--- config.mk ---
export PLATFORM = sky130hd
export DESIGN_NAME = rlc_link_config_regs
export DESIGN_NICKNAME = d
export VERILOG_FILES = /design/src/core/rlc_pkg.sv /design/src/core/rlc_link_config_regs.sv
export SDC_FILE = /design/constraint.sdc
export NUM_CORES = 1
export LEC_CHECK = 0
export BUFFER_PORTS_ARGS = -buffer_cell sky130_fd_sc_hd__clkbuf_2
export CORE_ASPECT_RATIO = 1.1
export CORE_MARGIN = 1.5
export CORE_UTILIZATION = 56
export CTS_CLUSTER_DIAMETER = 200
export DETAILED_ROUTE_END_ITERATION = 12
export PLACE_DENSITY = 0.83
export SLEW_MARGIN = 0
export SYNTH_ARGS = -nofsm -noshare
export SYNTH_HDL_FRONTEND = slang
export SYNTH_SLANG_ARGS = --single-unit
--- constraint.sdc ---
create_clock -name sys_clk -period 2.4 [get_ports sys_clk]
set_input_delay 0.72 -clock sys_clk [delete_from_list [all_inputs] [get_ports sys_clk]]
set_output_delay 0.72 -clock sys_clk [all_outputs]
set_load 0.005 [all_outputs]
--- src/core/rlc_pkg.sv ---
// Constants for the retimer link configuration register bank.
// Assumes an 8-bit register port driven by the management serial port decoder.
package rlc_pkg;

  // Device clock and time figures
  localparam int unsigned CLK_FREQ_HZ     = 10_000_000;  // Device clock rate
  localparam int unsigned HPD_LOSS_MS     = 2;           // Hot-plug loss time, ms
  localparam int unsigned HPD_LOSS_CYCLES = (HPD_LOSS_MS * CLK_FREQ_HZ) / 1000;

  // Register offsets
  localparam logic [7:0] OFS_APPLY      = 8'h0a;  // Commit strobe lives here
  localparam logic [7:0] OFS_MISC_LINK  = 8'h0b;  // misc_link_control
  localparam logic [7:0] OFS_SWING      = 8'h0c;  // output_swing_deemphasis
  localparam logic [7:0] OFS_FIXED_EQ   = 8'h0d;  // fixed_equalizer_setting

  // Field positions, misc_link_control
  localparam int TERM_LSB   = 3;   // tx_termination_select 4:3
  localparam int DDC_SPD_B  = 2;   // ddc_bridge_speed_select
  localparam int RATIO_B    = 1;   // clock_ratio_flag
  localparam int TRAIN_B    = 0;   // ddc_training_off
  // Field positions, output_swing_deemphasis
  localparam int DSWING_LSB = 5;   // data_swing_adjust 7:5
  localparam int CSWING_LSB = 2;   // clock_swing_adjust 4:2
  localparam int DEEMPH_LSB = 0;   // postcursor_deemphasis 1:0
  // Field positions, fixed_equalizer_setting
  localparam int DEQ_LSB    = 3;   // data-lane equalizer 5:3
  localparam int CEQ_LSB    = 1;   // clock-lane equalizer 2:1
  localparam int HSW_B      = 0;   // half_clock_swing_inhibit
  // Commit strobe bit in the apply register
  localparam int COMMIT_B   = 2;

  // Reset values
  localparam logic [1:0] TERM_RST   = 2'h0;
  localparam logic [2:0] SWING_RST  = 3'h0;
  localparam logic [1:0] DEEMPH_RST = 2'h0;
  localparam logic [2:0] DEQ_RST    = 3'h0;
  localparam logic [1:0] CEQ_RST    = 2'h0;

  // Snooped display-data-channel target
  localparam logic [7:0] SNOOP_SLAVE = 8'ha8;  // Write address byte
  localparam logic [7:0] SNOOP_OFS   = 8'h20;  // Register offset
  localparam int         SNOOP_BIT   = 1;      // Bit copied into the ratio flag
  localparam logic [3:0] ACK_SLOT    = 4'h8;   // Ninth clock of a byte

  // Mode codes
  localparam logic [1:0] MODE_AUTO_RATIO = 2'h2;  // Retimer chosen by ratio flag

  // Snoop sequencer states
  typedef enum logic [1:0] {SN_IDLE, SN_ADDR, SN_OFFS, SN_DATA} rlc_snoop_t;

endpackage

--- src/core/rlc_link_config_regs.sv ---
// Configuration bank for transmit termination, bridge speed, ratio flag,
// training, swing, de-emphasis and fixed equalizer of a link retimer.
// Assumes the serial port decoder presents byte-wide register accesses
// synchronous to sys_clk, and all pins are already synchronous.
`timescale 1ns/1ns

module rlc_link_config_regs #(
  parameter int unsigned HPD_CYCLES = rlc_pkg::HPD_LOSS_CYCLES,  // Hot-plug loss count
  parameter int unsigned CNT_W      = 16                         // Timer width
) (
  input  wire logic       sys_clk,                 // Device clock
  input  wire logic       rst_b,                   // Async reset, active low
  // Register port from the serial management decoder
  input  wire logic [7:0] reg_addr,                // Register offset
  input  wire logic       reg_wr_en,               // Write strobe, one cycle
  input  wire logic [7:0] reg_wr_data,             // Write data
  input  wire logic       reg_rd_en,               // Read strobe, one cycle
  output logic      [7:0] reg_rd_data,             // Read data, next cycle
  // Straps and mode
  input  wire logic       config_source_select,    // 1 = host, 0 = pins
  input  wire logic [1:0] tx_term_strap,           // Termination strap level
  input  wire logic [1:0] deemphasis_strap_pin,    // De-emphasis strap level
  input  wire logic [1:0] function_mode_select,    // Working mode code
  // Link status
  input  wire logic       sink_hotplug_input,      // Sink hot-plug, high = present
  input  wire logic       link_inactive,           // Link idle or powered down
  input  wire logic       source_side_clock_line,  // Snooped source clock line
  input  wire logic       source_side_data_line,   // Snooped source data line
  // Settings toward the lanes
  output logic      [1:0] lane_termination,        // Applied termination
  output logic      [1:0] lane_deemphasis,         // Applied de-emphasis
  output logic      [2:0] lane_data_swing,         // Applied data swing
  output logic      [2:0] lane_clock_swing,        // Applied clock swing
  output logic      [2:0] lane_data_eq,            // Applied data equalizer
  output logic      [1:0] lane_clock_eq,           // Applied clock equalizer
  output logic            clock_half_swing,        // Halve clock amplitude
  output logic            clock_ratio_div40,       // Clock is 1/40 of bit rate
  output logic            ddc_bridge_fast,         // Bridge at 400 kbps
  output logic            ddc_training_disabled,   // Legacy-only operation
  output logic            retimer_by_ratio         // Auto retimer request
);
  import rlc_pkg::*;

  // Refuse a loss count that the timer cannot hold
  if (HPD_CYCLES < 1 || HPD_CYCLES >= (2 ** CNT_W)) begin : g_bad_timer
    $error("HPD_CYCLES does not fit the timer width");
  end

  ////////////////////////////////////////////////////////////////////////////
  // Host-visible shadow registers
  logic [1:0] term_q,   term_d;      // Host termination
  logic       spd_q,    spd_d;       // Bridge speed
  logic       train_q,  train_d;     // Training off
  logic       ratio_q,  ratio_d;     // Clock ratio flag
  logic [2:0] dsw_q,    dsw_d;       // Data swing
  logic [2:0] csw_q,    csw_d;       // Clock swing
  logic [1:0] demph_q,  demph_d;     // Host de-emphasis
  logic [2:0] deq_q,    deq_d;       // Data equalizer
  logic [1:0] ceq_q,    ceq_d;       // Clock equalizer
  logic       hsw_q,    hsw_d;       // Half swing inhibit
  logic [7:0] rd_q,     rd_d;        // Read data
  logic       pin_mode;              // Straps in charge
  logic [1:0] term_eff;              // Termination seen by software and lanes
  logic [1:0] demph_eff;             // De-emphasis seen by software and lanes
  logic       snoop_hit;             // Snooped data byte seen
  logic       snoop_val;             // Snooped bit value
  logic       hpd_expired;           // Hot-plug gone too long

  assign pin_mode  = ~config_source_select;
  assign term_eff  = pin_mode ? tx_term_strap : term_q;
  assign demph_eff = pin_mode ? deemphasis_strap_pin : demph_q;

  // Field writes, ratio flag priority and read mux
  always_comb begin
    term_d  = term_q;
    spd_d   = spd_q;
    train_d = train_q;
    ratio_d = ratio_q;
    dsw_d   = dsw_q;
    csw_d   = csw_q;
    demph_d = demph_q;
    deq_d   = deq_q;
    ceq_d   = ceq_q;
    hsw_d   = hsw_q;
    rd_d    = rd_q;
    if (reg_wr_en) begin
      unique case (reg_addr)
        OFS_MISC_LINK: begin
          // Strap mode keeps the host termination untouched
          if (!pin_mode) term_d = reg_wr_data[TERM_LSB +: 2];
          spd_d   = reg_wr_data[DDC_SPD_B];
          train_d = reg_wr_data[TRAIN_B];
          ratio_d = reg_wr_data[RATIO_B];
        end
        OFS_SWING: begin
          dsw_d = reg_wr_data[DSWING_LSB +: 3];
          csw_d = reg_wr_data[CSWING_LSB +: 3];
          if (!pin_mode) demph_d = reg_wr_data[DEEMPH_LSB +: 2];
        end
        OFS_FIXED_EQ: begin
          deq_d = reg_wr_data[DEQ_LSB +: 3];
          ceq_d = reg_wr_data[CEQ_LSB +: 2];
          hsw_d = reg_wr_data[HSW_B];
        end
        default: ;  // Other offsets belong elsewhere
      endcase
    end
    // Hardware sources win over a host ratio write in the same cycle; training off wins over both
    if (snoop_hit) ratio_d = snoop_val;
    if (hpd_expired) ratio_d = 1'b0;
    if (train_d) ratio_d = 1'b1;
    if (reg_rd_en) begin
      rd_d = 8'h00;  // Reserved and unmapped bits read zero
      unique case (reg_addr)
        OFS_MISC_LINK: begin
          rd_d[TERM_LSB +: 2] = term_eff;
          rd_d[DDC_SPD_B]     = spd_q;
          rd_d[RATIO_B]       = ratio_q;
          rd_d[TRAIN_B]       = train_q;
        end
        OFS_SWING: begin
          rd_d[DSWING_LSB +: 3] = dsw_q;
          rd_d[CSWING_LSB +: 3] = csw_q;
          rd_d[DEEMPH_LSB +: 2] = demph_eff;
        end
        OFS_FIXED_EQ: begin
          rd_d[DEQ_LSB +: 3] = deq_q;
          rd_d[CEQ_LSB +: 2] = ceq_q;
          rd_d[HSW_B]        = hsw_q;
        end
        default: ;  // Read as zero
      endcase
    end
  end

  // Shadow register flops
  always_ff @(posedge sys_clk or negedge rst_b) begin
    if (!rst_b) begin
      term_q  <= TERM_RST;
      spd_q   <= 1'b0;
      train_q <= 1'b0;
      ratio_q <= 1'b0;
      dsw_q   <= SWING_RST;
      csw_q   <= SWING_RST;
      demph_q <= DEEMPH_RST;
      deq_q   <= DEQ_RST;
      ceq_q   <= CEQ_RST;
      hsw_q   <= 1'b0;
      rd_q    <= 8'h00;
    end else begin
      term_q  <= term_d;
      spd_q   <= spd_d;
      train_q <= train_d;
      ratio_q <= ratio_d;
      dsw_q   <= dsw_d;
      csw_q   <= csw_d;
      demph_q <= demph_d;
      deq_q   <= deq_d;
      ceq_q   <= ceq_d;
      hsw_q   <= hsw_d;
      rd_q    <= rd_d;
    end
  end

  assign reg_rd_data = rd_q;

  ////////////////////////////////////////////////////////////////////////////
  // Hot-plug loss timer
  logic [CNT_W-1:0] hpd_cnt_q, hpd_cnt_d;  // Cycles with hot-plug low
  localparam logic [CNT_W-1:0] HPD_LIMIT = CNT_W'(HPD_CYCLES);

  // Count while low, saturate at the limit
  always_comb begin
    hpd_cnt_d = hpd_cnt_q;
    if (sink_hotplug_input) hpd_cnt_d = '0;
    else if (hpd_cnt_q != HPD_LIMIT) hpd_cnt_d = hpd_cnt_q + CNT_W'(1);
  end

  always_ff @(posedge sys_clk or negedge rst_b) begin
    if (!rst_b) hpd_cnt_q <= '0;
    else        hpd_cnt_q <= hpd_cnt_d;
  end

  assign hpd_expired = (hpd_cnt_q == HPD_LIMIT);

  ////////////////////////////////////////////////////////////////////////////
  // Display-data-channel write snoop
  rlc_snoop_t sn_q, sn_d;            // Sequencer state
  logic [3:0] bit_q, bit_d;          // Clock count within a byte
  logic [7:0] sh_q,  sh_d;           // Shifted byte
  logic       scl_q, sda_q;          // Previous line levels
  logic       hit_q, hit_d;          // Data byte caught
  logic       val_q, val_d;          // Caught bit value
  logic       scl_rise, start_c, stop_c;

  assign scl_rise = source_side_clock_line & ~scl_q;
  assign start_c  = source_side_clock_line & scl_q & sda_q & ~source_side_data_line;
  assign stop_c   = source_side_clock_line & scl_q & ~sda_q & source_side_data_line;

  // Byte framing: address, offset, then first data byte
  always_comb begin
    sn_d  = sn_q;
    bit_d = bit_q;
    sh_d  = sh_q;
    hit_d = 1'b0;
    val_d = val_q;
    if (start_c) begin
      sn_d  = SN_ADDR;  // Start or repeated start
      bit_d = 4'h0;
    end else if (stop_c) begin
      sn_d = SN_IDLE;
    end else if (scl_rise && sn_q != SN_IDLE) begin
      if (bit_q != ACK_SLOT) begin
        sh_d  = {sh_q[6:0], source_side_data_line};
        bit_d = bit_q + 4'h1;
      end else begin
        bit_d = 4'h0;  // Acknowledge clock closes the byte
        unique case (sn_q)
          SN_ADDR: sn_d = (sh_q == SNOOP_SLAVE) ? SN_OFFS : SN_IDLE;
          SN_OFFS: sn_d = (sh_q == SNOOP_OFS) ? SN_DATA : SN_IDLE;
          SN_DATA: begin
            hit_d = 1'b1;
            val_d = sh_q[SNOOP_BIT];
            sn_d  = SN_IDLE;
          end
        endcase
      end
    end
  end

  always_ff @(posedge sys_clk or negedge rst_b) begin
    if (!rst_b) begin
      sn_q  <= SN_IDLE;
      bit_q <= 4'h0;
      sh_q  <= 8'h00;
      scl_q <= 1'b1;
      sda_q <= 1'b1;
      hit_q <= 1'b0;
      val_q <= 1'b0;
    end else begin
      sn_q  <= sn_d;
      bit_q <= bit_d;
      sh_q  <= sh_d;
      scl_q <= source_side_clock_line;
      sda_q <= source_side_data_line;
      hit_q <= hit_d;
      val_q <= val_d;
    end
  end

  assign snoop_hit = hit_q;
  assign snoop_val = val_q;

  ////////////////////////////////////////////////////////////////////////////
  // Applied lane settings and status outputs
  logic [1:0] a_term_q,  a_term_d;
  logic [1:0] a_demph_q, a_demph_d;
  logic [2:0] a_dsw_q,   a_dsw_d;
  logic [2:0] a_csw_q,   a_csw_d;
  logic [2:0] a_deq_q,   a_deq_d;
  logic [1:0] a_ceq_q,   a_ceq_d;
  logic       half_q,    half_d;
  logic       auto_q,    auto_d;
  logic       commit;                // Commit strobe, sink hot-plug low or idle link

  assign commit = (reg_wr_en && reg_addr == OFS_APPLY && reg_wr_data[COMMIT_B])
                | ~sink_hotplug_input | link_inactive;

  // Hold applied values until committed
  always_comb begin
    a_term_d  = a_term_q;
    a_demph_d = a_demph_q;
    a_dsw_d   = a_dsw_q;
    a_csw_d   = a_csw_q;
    a_deq_d   = a_deq_q;
    a_ceq_d   = a_ceq_q;
    if (commit) begin
      a_term_d  = term_eff;
      a_demph_d = demph_eff;
      a_dsw_d   = dsw_q;
      a_csw_d   = csw_q;
      a_deq_d   = deq_q;
      a_ceq_d   = ceq_q;
    end
    half_d = ~hsw_q & ratio_q;
    auto_d = (function_mode_select == MODE_AUTO_RATIO) & ratio_q;
  end

  always_ff @(posedge sys_clk or negedge rst_b) begin
    if (!rst_b) begin
      a_term_q  <= TERM_RST;
      a_demph_q <= DEEMPH_RST;
      a_dsw_q   <= SWING_RST;
      a_csw_q   <= SWING_RST;
      a_deq_q   <= DEQ_RST;
      a_ceq_q   <= CEQ_RST;
      half_q    <= 1'b0;
      auto_q    <= 1'b0;
    end else begin
      a_term_q  <= a_term_d;
      a_demph_q <= a_demph_d;
      a_dsw_q   <= a_dsw_d;
      a_csw_q   <= a_csw_d;
      a_deq_q   <= a_deq_d;
      a_ceq_q   <= a_ceq_d;
      half_q    <= half_d;
      auto_q    <= auto_d;
    end
  end

  assign lane_termination      = a_term_q;
  assign lane_deemphasis       = a_demph_q;
  assign lane_data_swing       = a_dsw_q;
  assign lane_clock_swing      = a_csw_q;
  assign lane_data_eq          = a_deq_q;
  assign lane_clock_eq         = a_ceq_q;
  assign clock_half_swing      = half_q;
  assign clock_ratio_div40     = ratio_q;
  assign ddc_bridge_fast       = spd_q;
  assign ddc_training_disabled = train_q;
  assign retimer_by_ratio      = auto_q;

endmodule // rlc_link_config_regs

==> impl_metrics.tcl <==
set metrics [dict create \
    timing_worst_setup_path_type "in2reg" \
    worstPathRequired_ns 2.63 \
    synth_ff_type "dfrtp_1" \
    yosysWarnings 0 \
    switchingPower_w 0.0007363 \
    cts_tree "yes" \
    reg2reg_to "sh_q[1]$_DFFE_PN0P_" \
    drt-total-wl_um 7392 \
    clockPowerShare_pct 34.6 \
    synthTopCellsByCount "dfrtp_1 (76), mux2_2 (45), nor2_1 (25)" \
    htreeDepth 3 \
    die_area_um2 6909 \
    synth_area_um2 3595 \
    internal_power_w 0.002166 \
    power_frac_comb_pct 12.4 \
    grt_pass1_wl_um 12140 \
    leakagePower_nw 2.076 \
    synth-simple-area-share_pct 16.60 \
    setup_slack_ns 0.3397 \
    clkTransAtPathRegs_ns 0.08 \
    finalNetCount 405 \
    pwr_density_cell_nw_per_um2 682.2 \
    rows 30 \
    postSynth.asyncResetShare_pct 100.0 \
    cts.path.max_buffers 2 \
    cp-endpoint "lane_clock_eq[0]$_DFFE_PN0P_" \
    gr-total-overflow 0 \
    ff2ff_setup_slack_ns 0.65 \
    arrival_ns 2.30 \
    core_area_um2 6193 \
    fin_crit_sh_pct 85.84 \
    grt_max_degree 35 \
    synth.distinct_cells 47 \
    worstSkewPairLatency_ns 0.35 \
    worst_hold_slack_ns 0.2628 \
    insertedDiodeCount 0 \
    swShare_pct 25.37 \
    critPathLaunchType "primary input" \
    synth_top_family_by_area "simple AND/OR/NAND/NOR gates" \
    grt_pass1_vias 2578 \
    ant_nets 0 \
    drcViolationCount 0 \
    setup_tns_ns 0 \
    ys_seq_area_share_pct 54.37 \
    synth_fa_ha_area_share_pct 1.392 \
    antenna_found_initial 0 \
    synth_edf_count 0 \
    rsz0062_at_grt "false" \
    cts_setup_buffers 0 \
    syn_to_final_growth_pct 18.34 \
    hold_violations 0 \
    dr.pass1.iters 4 \
    yosysMostFrequentCell "dfrtp_1" \
    slew_violations 0 \
    worst-path-max-fanout 4 \
    cts_buffers 9 \
    fmax_ghz 0.4854 \
    port_buffers 58 \
    worst_pin_slew_ns 0.4125 \
    max-slew-margin-rel_pct 72.40 \
    hold_buffers 0 \
    min-delay-path-class "in2async" \
    grt_use_total_pct 23.03 \
    dp_slack_ns -0.001696 \
    end_kind "register" \
    syn_avg_cell_area_um2 11.98 \
    regToRegStartpoint "bit_q[0]$_DFFE_PN0P_" \
    synth.ff_latch_count 78 \
    crit_start "reg_addr[5]" \
    drive_gt1_share_pct 37.33 \
    nFillCells 430 \
    vias 2645 \
    clkSinkCount 78 \
    post-dp-hpwl_um 5402 \
    drt_first_iter_violations 178 \
    synthDominantCellAreaShare_pct 52.91 \
    wire_per_inst_um 16.25 \
    synth_xor_xnor_area_share_pct 3.167 \
    synthMuxAreaShare_pct 16.12 \
    die-height_um 87.03 \
    skew_ns 0.01031 \
    die_w_um 79.39 \
    vias_per_cell 5.813 \
    reg2regPathDepth 6 \
    pin_count 59 \
    synth-compound-area-share_pct 6.230 \
    fin_crit_ns 2.060 \
    p_seq_share_pct 53.0 \
    ir_worst_vdd_mv 0.4048 \
    start_util_pct 58.04 \
    cap_violations 0 \
    status "completed" \
    setup_viol 0 \
    syn_nets 335 \
    synth_area_leaders "dfrtp_1 (53%), mux2_2 (14%), nor2_1 (2.6%)" \
    cts_resized 0 \
    yosysTopAreaCell "dfrtp_1" \
    routabilityCongestion 0.8678 \
    syn_inst 300 \
    cts_root_buffer "clkbuf_8" \
]
==> cells by family (layout without fill, tap and decap cells) <==
kind of cell,count (synthesis),in the layout
fa+ha+maj,4,4
flops,78,78
buf+inv,17,92
xor+xnor,13,13
simple gates,104,104
mux,52,52
compound gates,32,32
==> critical path: stages <==
cell and delay (ns):
clkbuf_2 0.08, or4_4 0.57, nor2_1 0.15, a41o_1 0.27, buf_4 0.16, mux2_2 0.33
==> cell type report <==
class                   count  area, um^2  share of cell area [%]
clock buffers              11       151.4                   3.559
clock inverters             5       57.56                   1.353
inverters                   7       26.28                  0.6176
multi-input cells         205        1564                   36.76
flip-flops and latches     78        1954                   45.94
well taps                  80       100.1                   2.353
repair buffers             69       400.4                   9.412
==> how the worst min path moves through the flow <==
stage	from	endpoint	slack [ns]	depth (start not counted)
after detailed placement	hsw_q$_DFFE_PN0P_	clock_half_swing$_DFF_PN0_	0.45	1
after CTS	rst_b	retimer_by_ratio$_DFF_PN0_	0.26	1
after global placement	hsw_q$_DFFE_PN0P_	clock_half_swing$_DFF_PN0_	0.45	1
after global routing	rst_b	hsw_q$_DFFE_PN0P_	0.27	1
after floorplan	hsw_q$_DFFE_PN0P_	clock_half_swing$_DFF_PN0_	0.41	1
final	rst_b	demph_q[0]$_DFFE_PN0P_	0.26	1
==> metrics by stage <==
| stage | std cells | cell area, um^2 | util (%) | power [W] |
|---|---|---|---|---|
| finish | 455 | 4254 | 68.69 | 0.002902 |
| global route | 455 | 4254 | 68.69 | 0.003050 |
| CTS | 455 | 4254 | 68.69 | 0.002932 |
| detailed placement | 439 | 4045 | 65.31 | 0.001925 |
| global placement | 439 | 4045 | 65.31 | 0.001903 |
| floorplan | 300 | 3595 | - | 0.001753 |
==> layout by cell type (no fill, tap or decap), drive strengths merged, types with 2 or more instances in the layout <==
cell type and n:
nor2 25, nor2b 3, and2 4, and4 4, a21oi 8, and3b 3
nand3 10, mux2i 5, o21ai 5, mux2 47, buf 12, nand3b 3
nand2b 7, nand4 9, nand2 16, a21boi 3, dfstp 2, nor4b 2
o2bb2ai 5, dfrtp 76, ha 4, clkbuf 68, inv 7, nor4 3
nor3 4, a41o 2, or3 3, xnor2 3, or4b 2, xor2 10
or2 2, a22o 3, clkinv 4, o211ai 2
==> flip-flops by register name, indices dropped and copies added (netlist names), 4 cells and up <==
signal,flops
reg_rd_data,8
bit_q,4
hpd_cnt_q,16
sh_q,8
==> power by group through the flow <==
stage / clock network, W / logic (W) / registers [W]
finish: 0.00100 / 0.000360 / 0.00154
detailed placement: 0 / 0.000362 / 0.00156
floorplan: 0 / 0.000218 / 0.00153
global route: 0.00108 / 0.000406 / 0.00156
global placement: 0 / 0.000348 / 0.00156
CTS: 0.00103 / 0.000365 / 0.00154
==> layer usage <==
| layer | share of wire [%] | up-vias | track usage, % |
|---|---|---|---|
| met5 | 0 | - | 0 |
| met4 | 1.8 | 0 | 10.69 |
| met3 | 3.9 | 12 | 4.607 |
| met2 | 50 | 85 | 38.77 |
| met1 | 44 | 1323 | 28.58 |
| li1 | - | 1225 | - |
No activity file was read; power rests on OpenSTA's default activity.
